**config.mk**
```make
export PLATFORM = sky130hd
export DESIGN_NAME = ddr3_termination_latency_control
export DESIGN_NICKNAME = d
export VERILOG_FILES = /design/src/verilog/odt_pkg.sv /design/src/verilog/odt_delay_line.sv /design/src/verilog/ddr3_termination_latency_control.sv
export VERILOG_INCLUDE_DIRS = /design/src /design/src/verilog
export SDC_FILE = /design/constraint.sdc
export NUM_CORES = 1
export LEC_CHECK = 0
export BUFFER_PORTS_ARGS = -buffer_cell sky130_fd_sc_hd__buf_2
export CAP_MARGIN = 5
export CORE_AREA = 4 4 70 72
export DETAILED_ROUTE_END_ITERATION = 10
export DIE_AREA = 0 0 74 76
export PLACE_DENSITY_LB_ADDON = 0.25
export SETUP_SLACK_MARGIN = 0.1
export SLEW_MARGIN = 40
export SYNTH_ARGS = -nofsm -noshare
export SYNTH_HDL_FRONTEND = slang
export SYNTH_SLANG_ARGS = --single-unit
```
**constraint.sdc**
```tcl
create_clock -name clk -period 3.5 [get_ports clk]
set_clock_uncertainty 0.15 [all_clocks]
set_input_delay 0.7 -clock clk [delete_from_list [all_inputs] [get_ports clk]]
set_output_delay 0.7 -clock clk [all_outputs]
set_load 0.005 [all_outputs]
```
**src/verilog/odt_cfg.svh**
```systemverilog
// constants for the termination latency control block
`ifndef ODT_CFG_SVH
`define ODT_CFG_SVH

// mode register field positions
`define MR0_DLL_PD_BIT 12
`define MR1_AL_HI 4
`define MR1_AL_LO 3
`define MR1_RTT_B2 9
`define MR1_RTT_B1 6
`define MR1_RTT_B0 2
`define MR2_RTTWR_HI 10
`define MR2_RTTWR_LO 9

// additive latency encodings of the two-bit field
`define AL_SEL_ZERO 2'h0
`define AL_SEL_CL1 2'h1
`define AL_SEL_CL2 2'h2

// term_on_latency = term_off_latency = write latency minus this
`define LAT_OFFSET 6'h02

// pin hold figures in clock cycles
`define SHORT_BURST_HOLD 3'h4
`define LONG_BURST_HOLD 3'h6

// clock and analog delays in picoseconds
`define CLK_PERIOD_PS 10000
`define ASYNC_ON_MIN_PS 2000
`define ASYNC_ON_MAX_PS 8500
`define ASYNC_OFF_MAX_PS 8500
// longest time rounds down, but never below one cycle
`define ASYNC_DLY_CYC \
	(((`ASYNC_OFF_MAX_PS) / (`CLK_PERIOD_PS)) < 1 ? 1 : \
	((`ASYNC_OFF_MAX_PS) / (`CLK_PERIOD_PS)))

// depth of the pin delay line, enough for the largest latency
`define DELAY_DEPTH 32

// reset values
`define STRENGTH_OFF 3'h0
`define HOLD_NONE 3'h0

`endif

```
**src/verilog/odt_pkg.sv**
```systemverilog
// types shared by the termination latency control block
`default_nettype none
`include "odt_cfg.svh"

package odt_pkg;

	// latency in clock cycles
	typedef logic [4:0] lat_t;

	// mode register images and latencies, carried together
	typedef struct packed {
		logic [15:0] mr0;
		logic [15:0] mr1;
		logic [15:0] mr2;
		logic [4:0] casLat;
		logic [3:0] casWriteLat;
	} mode_regs_t;

	// whole state of the main block
	typedef struct packed {
		logic termOn;
		logic [2:0] strength;
		logic sync;
		logic prevPin;
		logic [2:0] holdLeft;
		logic holdErr;
	} term_state_t;

	// whole state of the delay line
	typedef struct packed {
		logic [`DELAY_DEPTH-1:0] taps;
	} delay_state_t;

endpackage : odt_pkg

`default_nettype wire

```
**src/verilog/odt_delay_line.sv**
```systemverilog
// variable-tap delay line for the sampled termination pin
`timescale 1ns/1ps
`default_nettype none
`include "odt_cfg.svh"

module odt_delay_line
	import odt_pkg::*;
(
	input wire logic clk,
	input wire logic rst,
	input wire logic din,
	input wire lat_t lat,
	output logic dout
);

	delay_state_t s; // current taps
	delay_state_t next_s; // next taps

	////////////////////////////////////////////////////////////////////
	// shift every cycle; taps[j] holds the pin from j+1 edges ago
	always_comb begin
		next_s = s;
		next_s.taps = {s.taps[`DELAY_DEPTH-2:0], din};
	end

	always_ff @(posedge clk or posedge rst) begin
		if (rst) begin
			s <= '0;
		end else begin
			s <= next_s;
		end
	end

	////////////////////////////////////////////////////////////////////
	// lat of zero is never programmed; guard it to the first tap anyway
	always_comb begin
		if (lat == 5'h00) begin
			dout = s.taps[0];
		end else begin
			dout = s.taps[lat - 5'h01];
		end
	end

endmodule : odt_delay_line

`default_nettype wire

```
**src/verilog/ddr3_termination_latency_control.sv**
```systemverilog
// termination on/off timing in synchronous and asynchronous mode
`timescale 1ns/1ps
`default_nettype none
`include "odt_cfg.svh"

// Behaviour
// - sync: on term_on_latency cycles after high
// - sync: off term_off_latency cycles after low
// - both latencies equal write latency minus two
// - sync pin copy delayed by additive latency
// - holds count from high or write
// - async in DLL-off power-down or resync
// - async: no additive latency delay applied
// - async on within 2 to 8.5 ns; here one 10 ns clock cycle
// - async off within 8.5 ns; here one 10 ns clock cycle
// - sync when DLL locked, value enabled and not in DLL-off power-down
// - nominal strength from three mode bits
module ddr3_termination_latency_control
	import odt_pkg::*;
(
	input wire logic clk,
	input wire logic rst,
	input wire logic termPin,
	input wire logic writeCmd,
	input wire logic writeChop,
	input wire logic prechargePd,
	input wire logic dllLocked,
	input wire mode_regs_t modeRegs,
	output logic termEnable,
	output logic [2:0] termStrength,
	output logic syncMode,
	output logic holdViolation
);

	////////////////////////////////////////////////////////////////////
	// additive latency in cycles from its two-bit field
	function automatic logic [4:0] al_cycles(mode_regs_t m);
		logic [1:0] sel;
		sel = m.mr1[`MR1_AL_HI:`MR1_AL_LO];
		unique case (sel)
			`AL_SEL_CL1: al_cycles = m.casLat - 5'h01;
			`AL_SEL_CL2: al_cycles = m.casLat - 5'h02;
			default: al_cycles = 5'h00; // zero and reserved
		endcase
	endfunction : al_cycles

	// shared on/off latency: cwl + al - 2
	function automatic lat_t term_latency(mode_regs_t m);
		logic [5:0] sum;
		sum = {2'h0, m.casWriteLat} + {1'b0, al_cycles(m)} - `LAT_OFFSET;
		term_latency = sum[4:0];
	endfunction : term_latency

	////////////////////////////////////////////////////////////////////
	term_state_t s; // registered state
	term_state_t next_s; // next state
	lat_t lat; // current term latency
	logic delayedPin; // pin after the full sync latency
	logic [2:0] rttNom; // nominal termination code
	logic [1:0] rttWr; // write termination code
	logic enabled; // some termination value programmed
	logic asyncWanted; // DLL not usable for timing
	logic [2:0] holdDec; // remaining hold, aged by one
	logic [2:0] holdNew; // hold started this edge

	assign lat = term_latency(modeRegs);

	// one line covers additive and cas write parts together
	odt_delay_line delayLine (
		.clk(clk),
		.rst(rst),
		.din(termPin),
		.lat(lat),
		.dout(delayedPin)
	);

	////////////////////////////////////////////////////////////////////
	// next-state logic
	always_comb begin
		next_s = s;
		rttNom = {modeRegs.mr1[`MR1_RTT_B2], modeRegs.mr1[`MR1_RTT_B1],
			modeRegs.mr1[`MR1_RTT_B0]};
		rttWr = modeRegs.mr2[`MR2_RTTWR_HI:`MR2_RTTWR_LO];
		enabled = (rttNom != 3'h0) || (rttWr != 2'h0);
		// DLL off in precharge power-down, or still relocking
		asyncWanted = (prechargePd && !modeRegs.mr0[`MR0_DLL_PD_BIT])
			|| !dllLocked;
		next_s.sync = enabled && !asyncWanted;
		if (!enabled) begin
			next_s.termOn = 1'b0;
		end else if (s.sync) begin
			// latency counted purely by the delay line
			next_s.termOn = delayedPin;
		end else begin
			// one cycle: the 8.5 ns window is shorter than a cycle, so the one-cycle minimum applies
			next_s.termOn = termPin;
		end
		// strength only reported while terminating
		next_s.strength = next_s.termOn ? rttNom : `STRENGTH_OFF;
		// hold checker: counts edges the pin still has to stay high
		holdDec = (s.holdLeft != `HOLD_NONE) ? s.holdLeft - 3'h1
			: `HOLD_NONE;
		holdNew = `HOLD_NONE;
		if (termPin && !s.prevPin) begin
			holdNew = `SHORT_BURST_HOLD - 3'h1;
		end
		if (writeCmd && termPin) begin
			if (writeChop) begin
				if (`SHORT_BURST_HOLD - 3'h1 > holdNew) begin
					holdNew = `SHORT_BURST_HOLD - 3'h1;
				end
			end else begin
				holdNew = `LONG_BURST_HOLD - 3'h1;
			end
		end
		// later-ending hold wins
		if (termPin) begin
			next_s.holdLeft = (holdDec > holdNew) ? holdDec : holdNew;
		end else begin
			next_s.holdLeft = `HOLD_NONE;
		end
		next_s.holdErr = !termPin && (s.holdLeft != `HOLD_NONE);
		next_s.prevPin = termPin;
	end

	// state register
	always_ff @(posedge clk or posedge rst) begin
		if (rst) begin
			s <= '0;
		end else begin
			s <= next_s;
		end
	end

	assign termEnable = s.termOn;
	assign termStrength = s.strength;
	assign syncMode = s.sync;
	assign holdViolation = s.holdErr;

	////////////////////////////////////////////////////////////////////
	// helper history and counter for the checks below
	// the pin history is kept apart from the delay line, so the latency
	// checks do not lean on the very logic that they guard
	logic [`DELAY_DEPTH-1:0] pinHist; // bit j: pin sampled j+1 edges ago
	logic [4:0] syncRun; // edges spent in sync mode

	always_ff @(posedge clk or posedge rst) begin
		if (rst) begin
			pinHist <= '0;
			syncRun <= 5'h00;
		end else begin
			pinHist <= {pinHist[`DELAY_DEPTH-2:0], termPin};
			syncRun <= !s.sync ? 5'h00
				: (syncRun == 5'h1F ? syncRun : syncRun + 5'h01);
		end
	end

	// the output seen at an edge was set one edge earlier from the pin
	// taken lat edges before that, so the history tap is lat itself
	a_sync_on_lat: assert property (@(posedge clk) disable iff (rst)
		$past(syncMode) && $past(enabled) && $stable(lat) && pinHist[lat]
		|-> termEnable)
		else $error("sync turn-on latency wrong");

	a_sync_off_lat: assert property (@(posedge clk) disable iff (rst)
		$past(syncMode) && $past(enabled) && $stable(lat) && !pinHist[lat]
		|-> !termEnable)
		else $error("sync turn-off latency wrong");

	// cwl 5 and no additive latency: lat 3, pin seen four edges back
	a_no_al_lat: assert property (@(posedge clk) disable iff (rst)
		syncMode && syncRun > 5'h05 && modeRegs.casWriteLat == 4'h5
		&& modeRegs.mr1[`MR1_AL_HI:`MR1_AL_LO] == `AL_SEL_ZERO
		&& $stable(modeRegs) |-> termEnable == $past(termPin, 4))
		else $error("latency with zero additive latency wrong");

	// cwl 5, cl 6, al = cl - 1: lat 8, pin seen nine edges back
	a_al_delay: assert property (@(posedge clk) disable iff (rst)
		syncMode && syncRun > 5'h0A && modeRegs.casWriteLat == 4'h5
		&& modeRegs.casLat == 5'h06
		&& modeRegs.mr1[`MR1_AL_HI:`MR1_AL_LO] == `AL_SEL_CL1
		&& $stable(modeRegs) |-> termEnable == $past(termPin, 9))
		else $error("additive latency not applied");

	a_async_direct: assert property (@(posedge clk) disable iff (rst)
		!$past(syncMode) && !syncMode && $past(enabled)
		|-> termEnable == $past(termPin, `ASYNC_DLY_CYC))
		else $error("async pin not followed directly");

	a_async_on: assert property (@(posedge clk) disable iff (rst)
		!syncMode && enabled && termPin |=> termEnable)
		else $error("async turn-on late");

	a_async_off: assert property (@(posedge clk) disable iff (rst)
		!syncMode && !termPin |=> !termEnable)
		else $error("async turn-off late");

	a_async_select: assert property (@(posedge clk) disable iff (rst)
		!dllLocked || (prechargePd && !modeRegs.mr0[`MR0_DLL_PD_BIT])
		|=> !syncMode)
		else $error("sync mode kept while DLL unusable");

	a_sync_select: assert property (@(posedge clk) disable iff (rst)
		dllLocked && !prechargePd
		&& modeRegs.mr1[`MR1_RTT_B1] |=> syncMode)
		else $error("sync mode not selected");

	a_nom_strength: assert property (@(posedge clk) disable iff (rst)
		termEnable |-> termStrength == {$past(modeRegs.mr1[`MR1_RTT_B2]),
		$past(modeRegs.mr1[`MR1_RTT_B1]), $past(modeRegs.mr1[`MR1_RTT_B0])})
		else $error("strength code wrong");

	a_off_unset: assert property (@(posedge clk) disable iff (rst)
		{modeRegs.mr1[`MR1_RTT_B2], modeRegs.mr1[`MR1_RTT_B1],
		modeRegs.mr1[`MR1_RTT_B0]} == 3'h0
		&& modeRegs.mr2[`MR2_RTTWR_HI:`MR2_RTTWR_LO] == 2'h0
		|=> !termEnable && termStrength == 3'h0)
		else $error("termination on while disabled");

	a_short_hold: assert property (@(posedge clk) disable iff (rst)
		termPin && !$past(termPin) ##1 termPin ##1 !termPin
		|=> holdViolation)
		else $error("short pin pulse not flagged");

	a_write_hold: assert property (@(posedge clk) disable iff (rst)
		writeCmd && termPin && !writeChop ##1 termPin [*4] ##1 !termPin
		|=> holdViolation)
		else $error("long write hold not flagged");

	c_sync_on: cover property (@(posedge clk) disable iff (rst)
		syncMode && $rose(termEnable));
	c_async_on: cover property (@(posedge clk) disable iff (rst)
		!syncMode && $rose(termEnable));
	c_hold_err: cover property (@(posedge clk) disable iff (rst)
		holdViolation);

endmodule : ddr3_termination_latency_control

`default_nettype wire

```
# Yosys cells after proc, flatten, opt, wreduce, memory -nomap -nowiden
# Index checks and enable logic that the tools add are counted.
# Widths: inputs -> output; s select.
# word_totals
ff_bits,42
latchBits,0
mem_bits_rw,0
mem_bits_ro,0
in_bits,64
output_inout_bits,6
wordCells,48
mem_count,0
# op_classes
n_addsub,6
n_mul,0
div,0
magnitude_cmp,3
n_eq_ne,2
n_shift,0
muxes,14
bitwise,0
n_reduce_logical,16
# op_table
cell,n
$mux 3,7
$pmux 5 s2,1
$sub 5x1->5 const B,2
$sub 5x2->5 const B,2
$lt 5x6->1 const B,1
$reduce_bool 3->1,2
$add 4x5->5,1
$bmux 1 s5,1
$logic_and 1x1->1,5
$logic_not 1->1,5
$logic_not 5->1,1
$mux 1,4
$gt 2x3->1 const A,1
$gt 3x3->1,1
$sub 3x1->3 const B,1
$eq 2x1->1 const B,1
$eq 2x2->1 const B,1
$logic_or 1x1->1,2
$mux 2,1
$reduce_bool 2->1,1

# Longest topological paths before layout
# depth
depth_word,11
depth_mapped,17
ltp_nobuf,16

# Hierarchy
# Synthesis repeated with hierarchy kept, for this count alone.
# hier_totals
hier_cells,161
area_unflattened_um2,2087.0
# modules_own_cells
mod,n_inst,cells_per_inst,area_each_um2,seq_area_each_um2
odt_delay_line,1,59,1178.6,800.8
ddr3_termination_latency_control,1,102,908.4,250.2

# Worst setup path before layout
# No wires, ideal clock.
# synth_timing
path_kind,input-to-reg
from,in modeRegs[5] (netlist bit)
to,"reg s, in the netlist termStrength[0]"
setup_ns,0.119
arrival_time_ns,3.414
required_ns,3.231
path_slack_ns,-0.183
stages,14
n_path_buf,0
path_cell_list,inv_1 ha_1 o22ai_1 nand2b_1 ha_1 inv_1 ha_1 fa_1 nor3_2 xor2_1 mux2_1 o211ai_1 mux2i_1 and2_1
# synth_rtl
item,line_no,text
"start, declared",ddr3_termination_latency_control.sv:28,"input wire mode_regs_t modeRegs,"
"end signal, assigned",ddr3_termination_latency_control.sv:131,s <= next_s;
"end, declared",ddr3_termination_latency_control.sv:55,term_state_t s;

==> qor.txt <==
status: complete, but fails checks
failing checks: setup timing
initial core utilization: 0.4881
P_leak: 1.274 nW
Post-synth top cells: dfrtp_1 (41), inv_1 (24), ha_1 (18), nand2_1 (9), nor2_1 (7)
HPWL Detailed: 2.947 mm
yosys warns: 0
synth top area cells: dfrtp_1 (49%), ha_1 (11%), mux4_1 (5.0%)
WL per Instance: 14.13 um
wire length of the first global-routing pass: 6.658 mm
pre-CTS setup slack: -0.4922 ns
unrepaired setup endpoints after global routing: true
Reg clk slew, reported paths: 0.08 ns
via count: 1,391
Worst setup SP type: input pin
DIE HEIGHT: 76 um
Syn Inst Count: 169
syn avg cell area: 12.40 sq um
fraction of layout cells with a size suffix above 1: 0.3964
ratio of final minimum period to clock period: 1.012
slowest cell delay on critical path: 0.51 ns
crit path kind: in2reg
max cap viols: 0
count leader, synth: dfrtp_1
Ports: 70
Routed WL: 3.872 mm
DR pass1 iterations: 4
Most common cell on crit path: inv_4
Slew @ Worst Pin: 0.4925 ns
largest net degree at the start of global routing: 42
CP max FO: 4
hold slack: 0.2140 ns
number of vias per cell: 5.077
Synth Flop Type: dfrtp_1
Layout fillers: 344
GRT Resource Usage Total: 0.1530
clk_lat worst skew: 0.29 ns
row cnt: 24
Layout area overhead: 26.87%
number of global-route vias before repair: 1,480
DR iter-0 viols: 23
Post-synth ARST share: 1.000
nets: 304
slowest CP cell: fa_2
Final Hold Vio Count: 0
Worst Path Required: 3.53 ns
number of flops mapped to enable cells by yosys: 0
Final WS setup: -0.04025 ns
sequential share of the synthesized area: 0.4896
CTS tree: built
Synth top area share: 0.4896
drt drc: 0
total grt overflow: 0
Yosys top cell by area: dfrtp_1
maximum clock rate: 282.5 MHz
initial antenna violation count: 0
placer congestion estimate: 0.8911
core area: 4294 sq um
critical-path cell list: buf_8 -> inv_4 -> ha_4 -> inv_4 -> o22ai_2 -> nand2b_1 -> ha_1 -> inv_1 -> ha_2 -> fa_2 -> nor3_4 -> xor2_2 -> mux2_4 -> o211ai_1 -> mux2i_2 -> and2_1
syn_nets: 252
die width: 74 um
VDD IR max: 0.0003524 V
Pwr Density: 485.3 nW/um^2
relative slew slack: 0.6702
ant diodes: 0
CTS Root Cell: clkbuf_8
Port-buffer cells: 29
Final Max Tran Viols: 0
Critical Path AT: 3.57 ns
CTS Buf Count: 5
Post-DRT Antenna Nets: 0
Mapped Area: 2096 sq um
Yosys cell types: 43
Period minus WS final: 3.540 ns
Min-Delay Path Class: reg2reg
H-tree lvl count: 2
Yosys reg bits: 41
CP endpoint kind: register
Final setup viols: 4
Clock Sinks: 41
CTS Buffer Depth: 2
die area: 5624 sq um
==> layout make-up <==
cell class / instances / area [sq um] / share of cell area
flip-flops and latches: 41 / 1026 / 0.3859
clock inverters: 3 / 17.52 / 0.006588
inverters: 24 / 110.1 / 0.04141
well taps: 52 / 65.06 / 0.02447
clock buffers: 5 / 68.82 / 0.02588
multi-input cells: 99 / 1037 / 0.3901
repair buffers: 50 / 334.1 / 0.1256
==> stage by stage <==
step	util	instance area, sq um	TNS (ns)	cells	total power, mW
after detailed placement	0.5769	2477	-1.938	263	0.9777
after floorplan	-	2180	-0.2837	169	0.8619
after CTS	0.6107	2623	-0.002055	272	1.287
final	0.6192	2659	-0.1165	274	1.290
after global routing	0.6192	2659	-0.6351	274	1.378
after global placement	0.5769	2477	-1.570	263	0.9519
==> registers in the layout (all words and copies together), names as in the netlist <==
register       count
delayLine.s       32
holdViolation      1
syncMode           1
termEnable         1
termStrength       3
s                  3
==> critical path: cells and delay by family <==
kind	cells	cell delay, ns
AND/OR/NAND/NOR	3	0.47
AO/OA/AOI/OAI	2	0.36
XOR/XNOR	1	0.23
buffers and inverters	4	0.25
adder cells (fa/ha/maj)	4	1.11
multiplexers	2	0.45
==> final timing paths <==
| kind | cells after the start | end | slack (ns) | from |
|---|---|---|---|---|
| worst min register to register | 0 | delayLine.s[24] | 0.21 | delayLine.s[23] |
| worst max register to register | 10 | s[2] | 1.17 | s[1] |
| min in group asynchronous | 3 | termStrength[1] | 0.37 | rst |
| worst max-delay path | 16 | termStrength[0] | -0.04 | modeRegs[29] |
| max in group asynchronous | 3 | delayLine.s[23] | 2.49 | rst |
| worst min-delay path | 0 | delayLine.s[24] | 0.21 | delayLine.s[23] |
==> cell families (layout without fill, tap and decap cells) <==
group                      after synthesis  after routing  synth area share
DFF                                     41             41            0.4896
and+or+nand+nor                         38             38           0.09672
buffers and inverters                   29             82           0.06567
adders and majority gates               19             19            0.1170
AOI/OAI and AO/OA                       19             19           0.06269
muxes                                   14             14            0.1236
xor gates and xnor gates                 9              9           0.04478
==> power breakdown <==
part	leakage (nW)	switching, mW	internal (mW)	total, mW
clock network	0.0439	0.151	0.137	0.288
logic	0.743	0.218	0.241	0.459
registers	0.487	0.0221	0.521	0.543
total	1.27	0.391	0.899	1.29
==> per-layer routing <==
layer,GRT usage,vias up,part of all wire
met2,0.2509,26,0.54
met4,0.06159,0,0.015
met1,0.1919,680,0.40
met5,0,-,0
li1,-,678,-
met3,0.03562,7,0.043
==> repair_timing <==
action	4_1_cts	5_1_grt
endpoints found under the setup margin	4	4
pin swaps	10	2
buffers inserted	1	2
endpoints found under the hold margin	0	0
gates resized for setup	13	6
hold buffers	0	0
==> cells in the final DEF (no fill, tap or decap), drive strengths merged, types with 2 or more instances in the layout <==
cell    instances
a21oi           2
dfrtp          41
xor2            2
nand3           4
nand2           9
inv            24
clkinv          2
buf            50
o21ai           4
a31oi           2
nor3            2
mux2            3
nor2            7
clkbuf          5
mux2i           3
ha             18
o22ai           2
a21o            2
and2            5
nand2b          4
mux4            8
xnor2           7
Power figures use the tool's default switching activity.
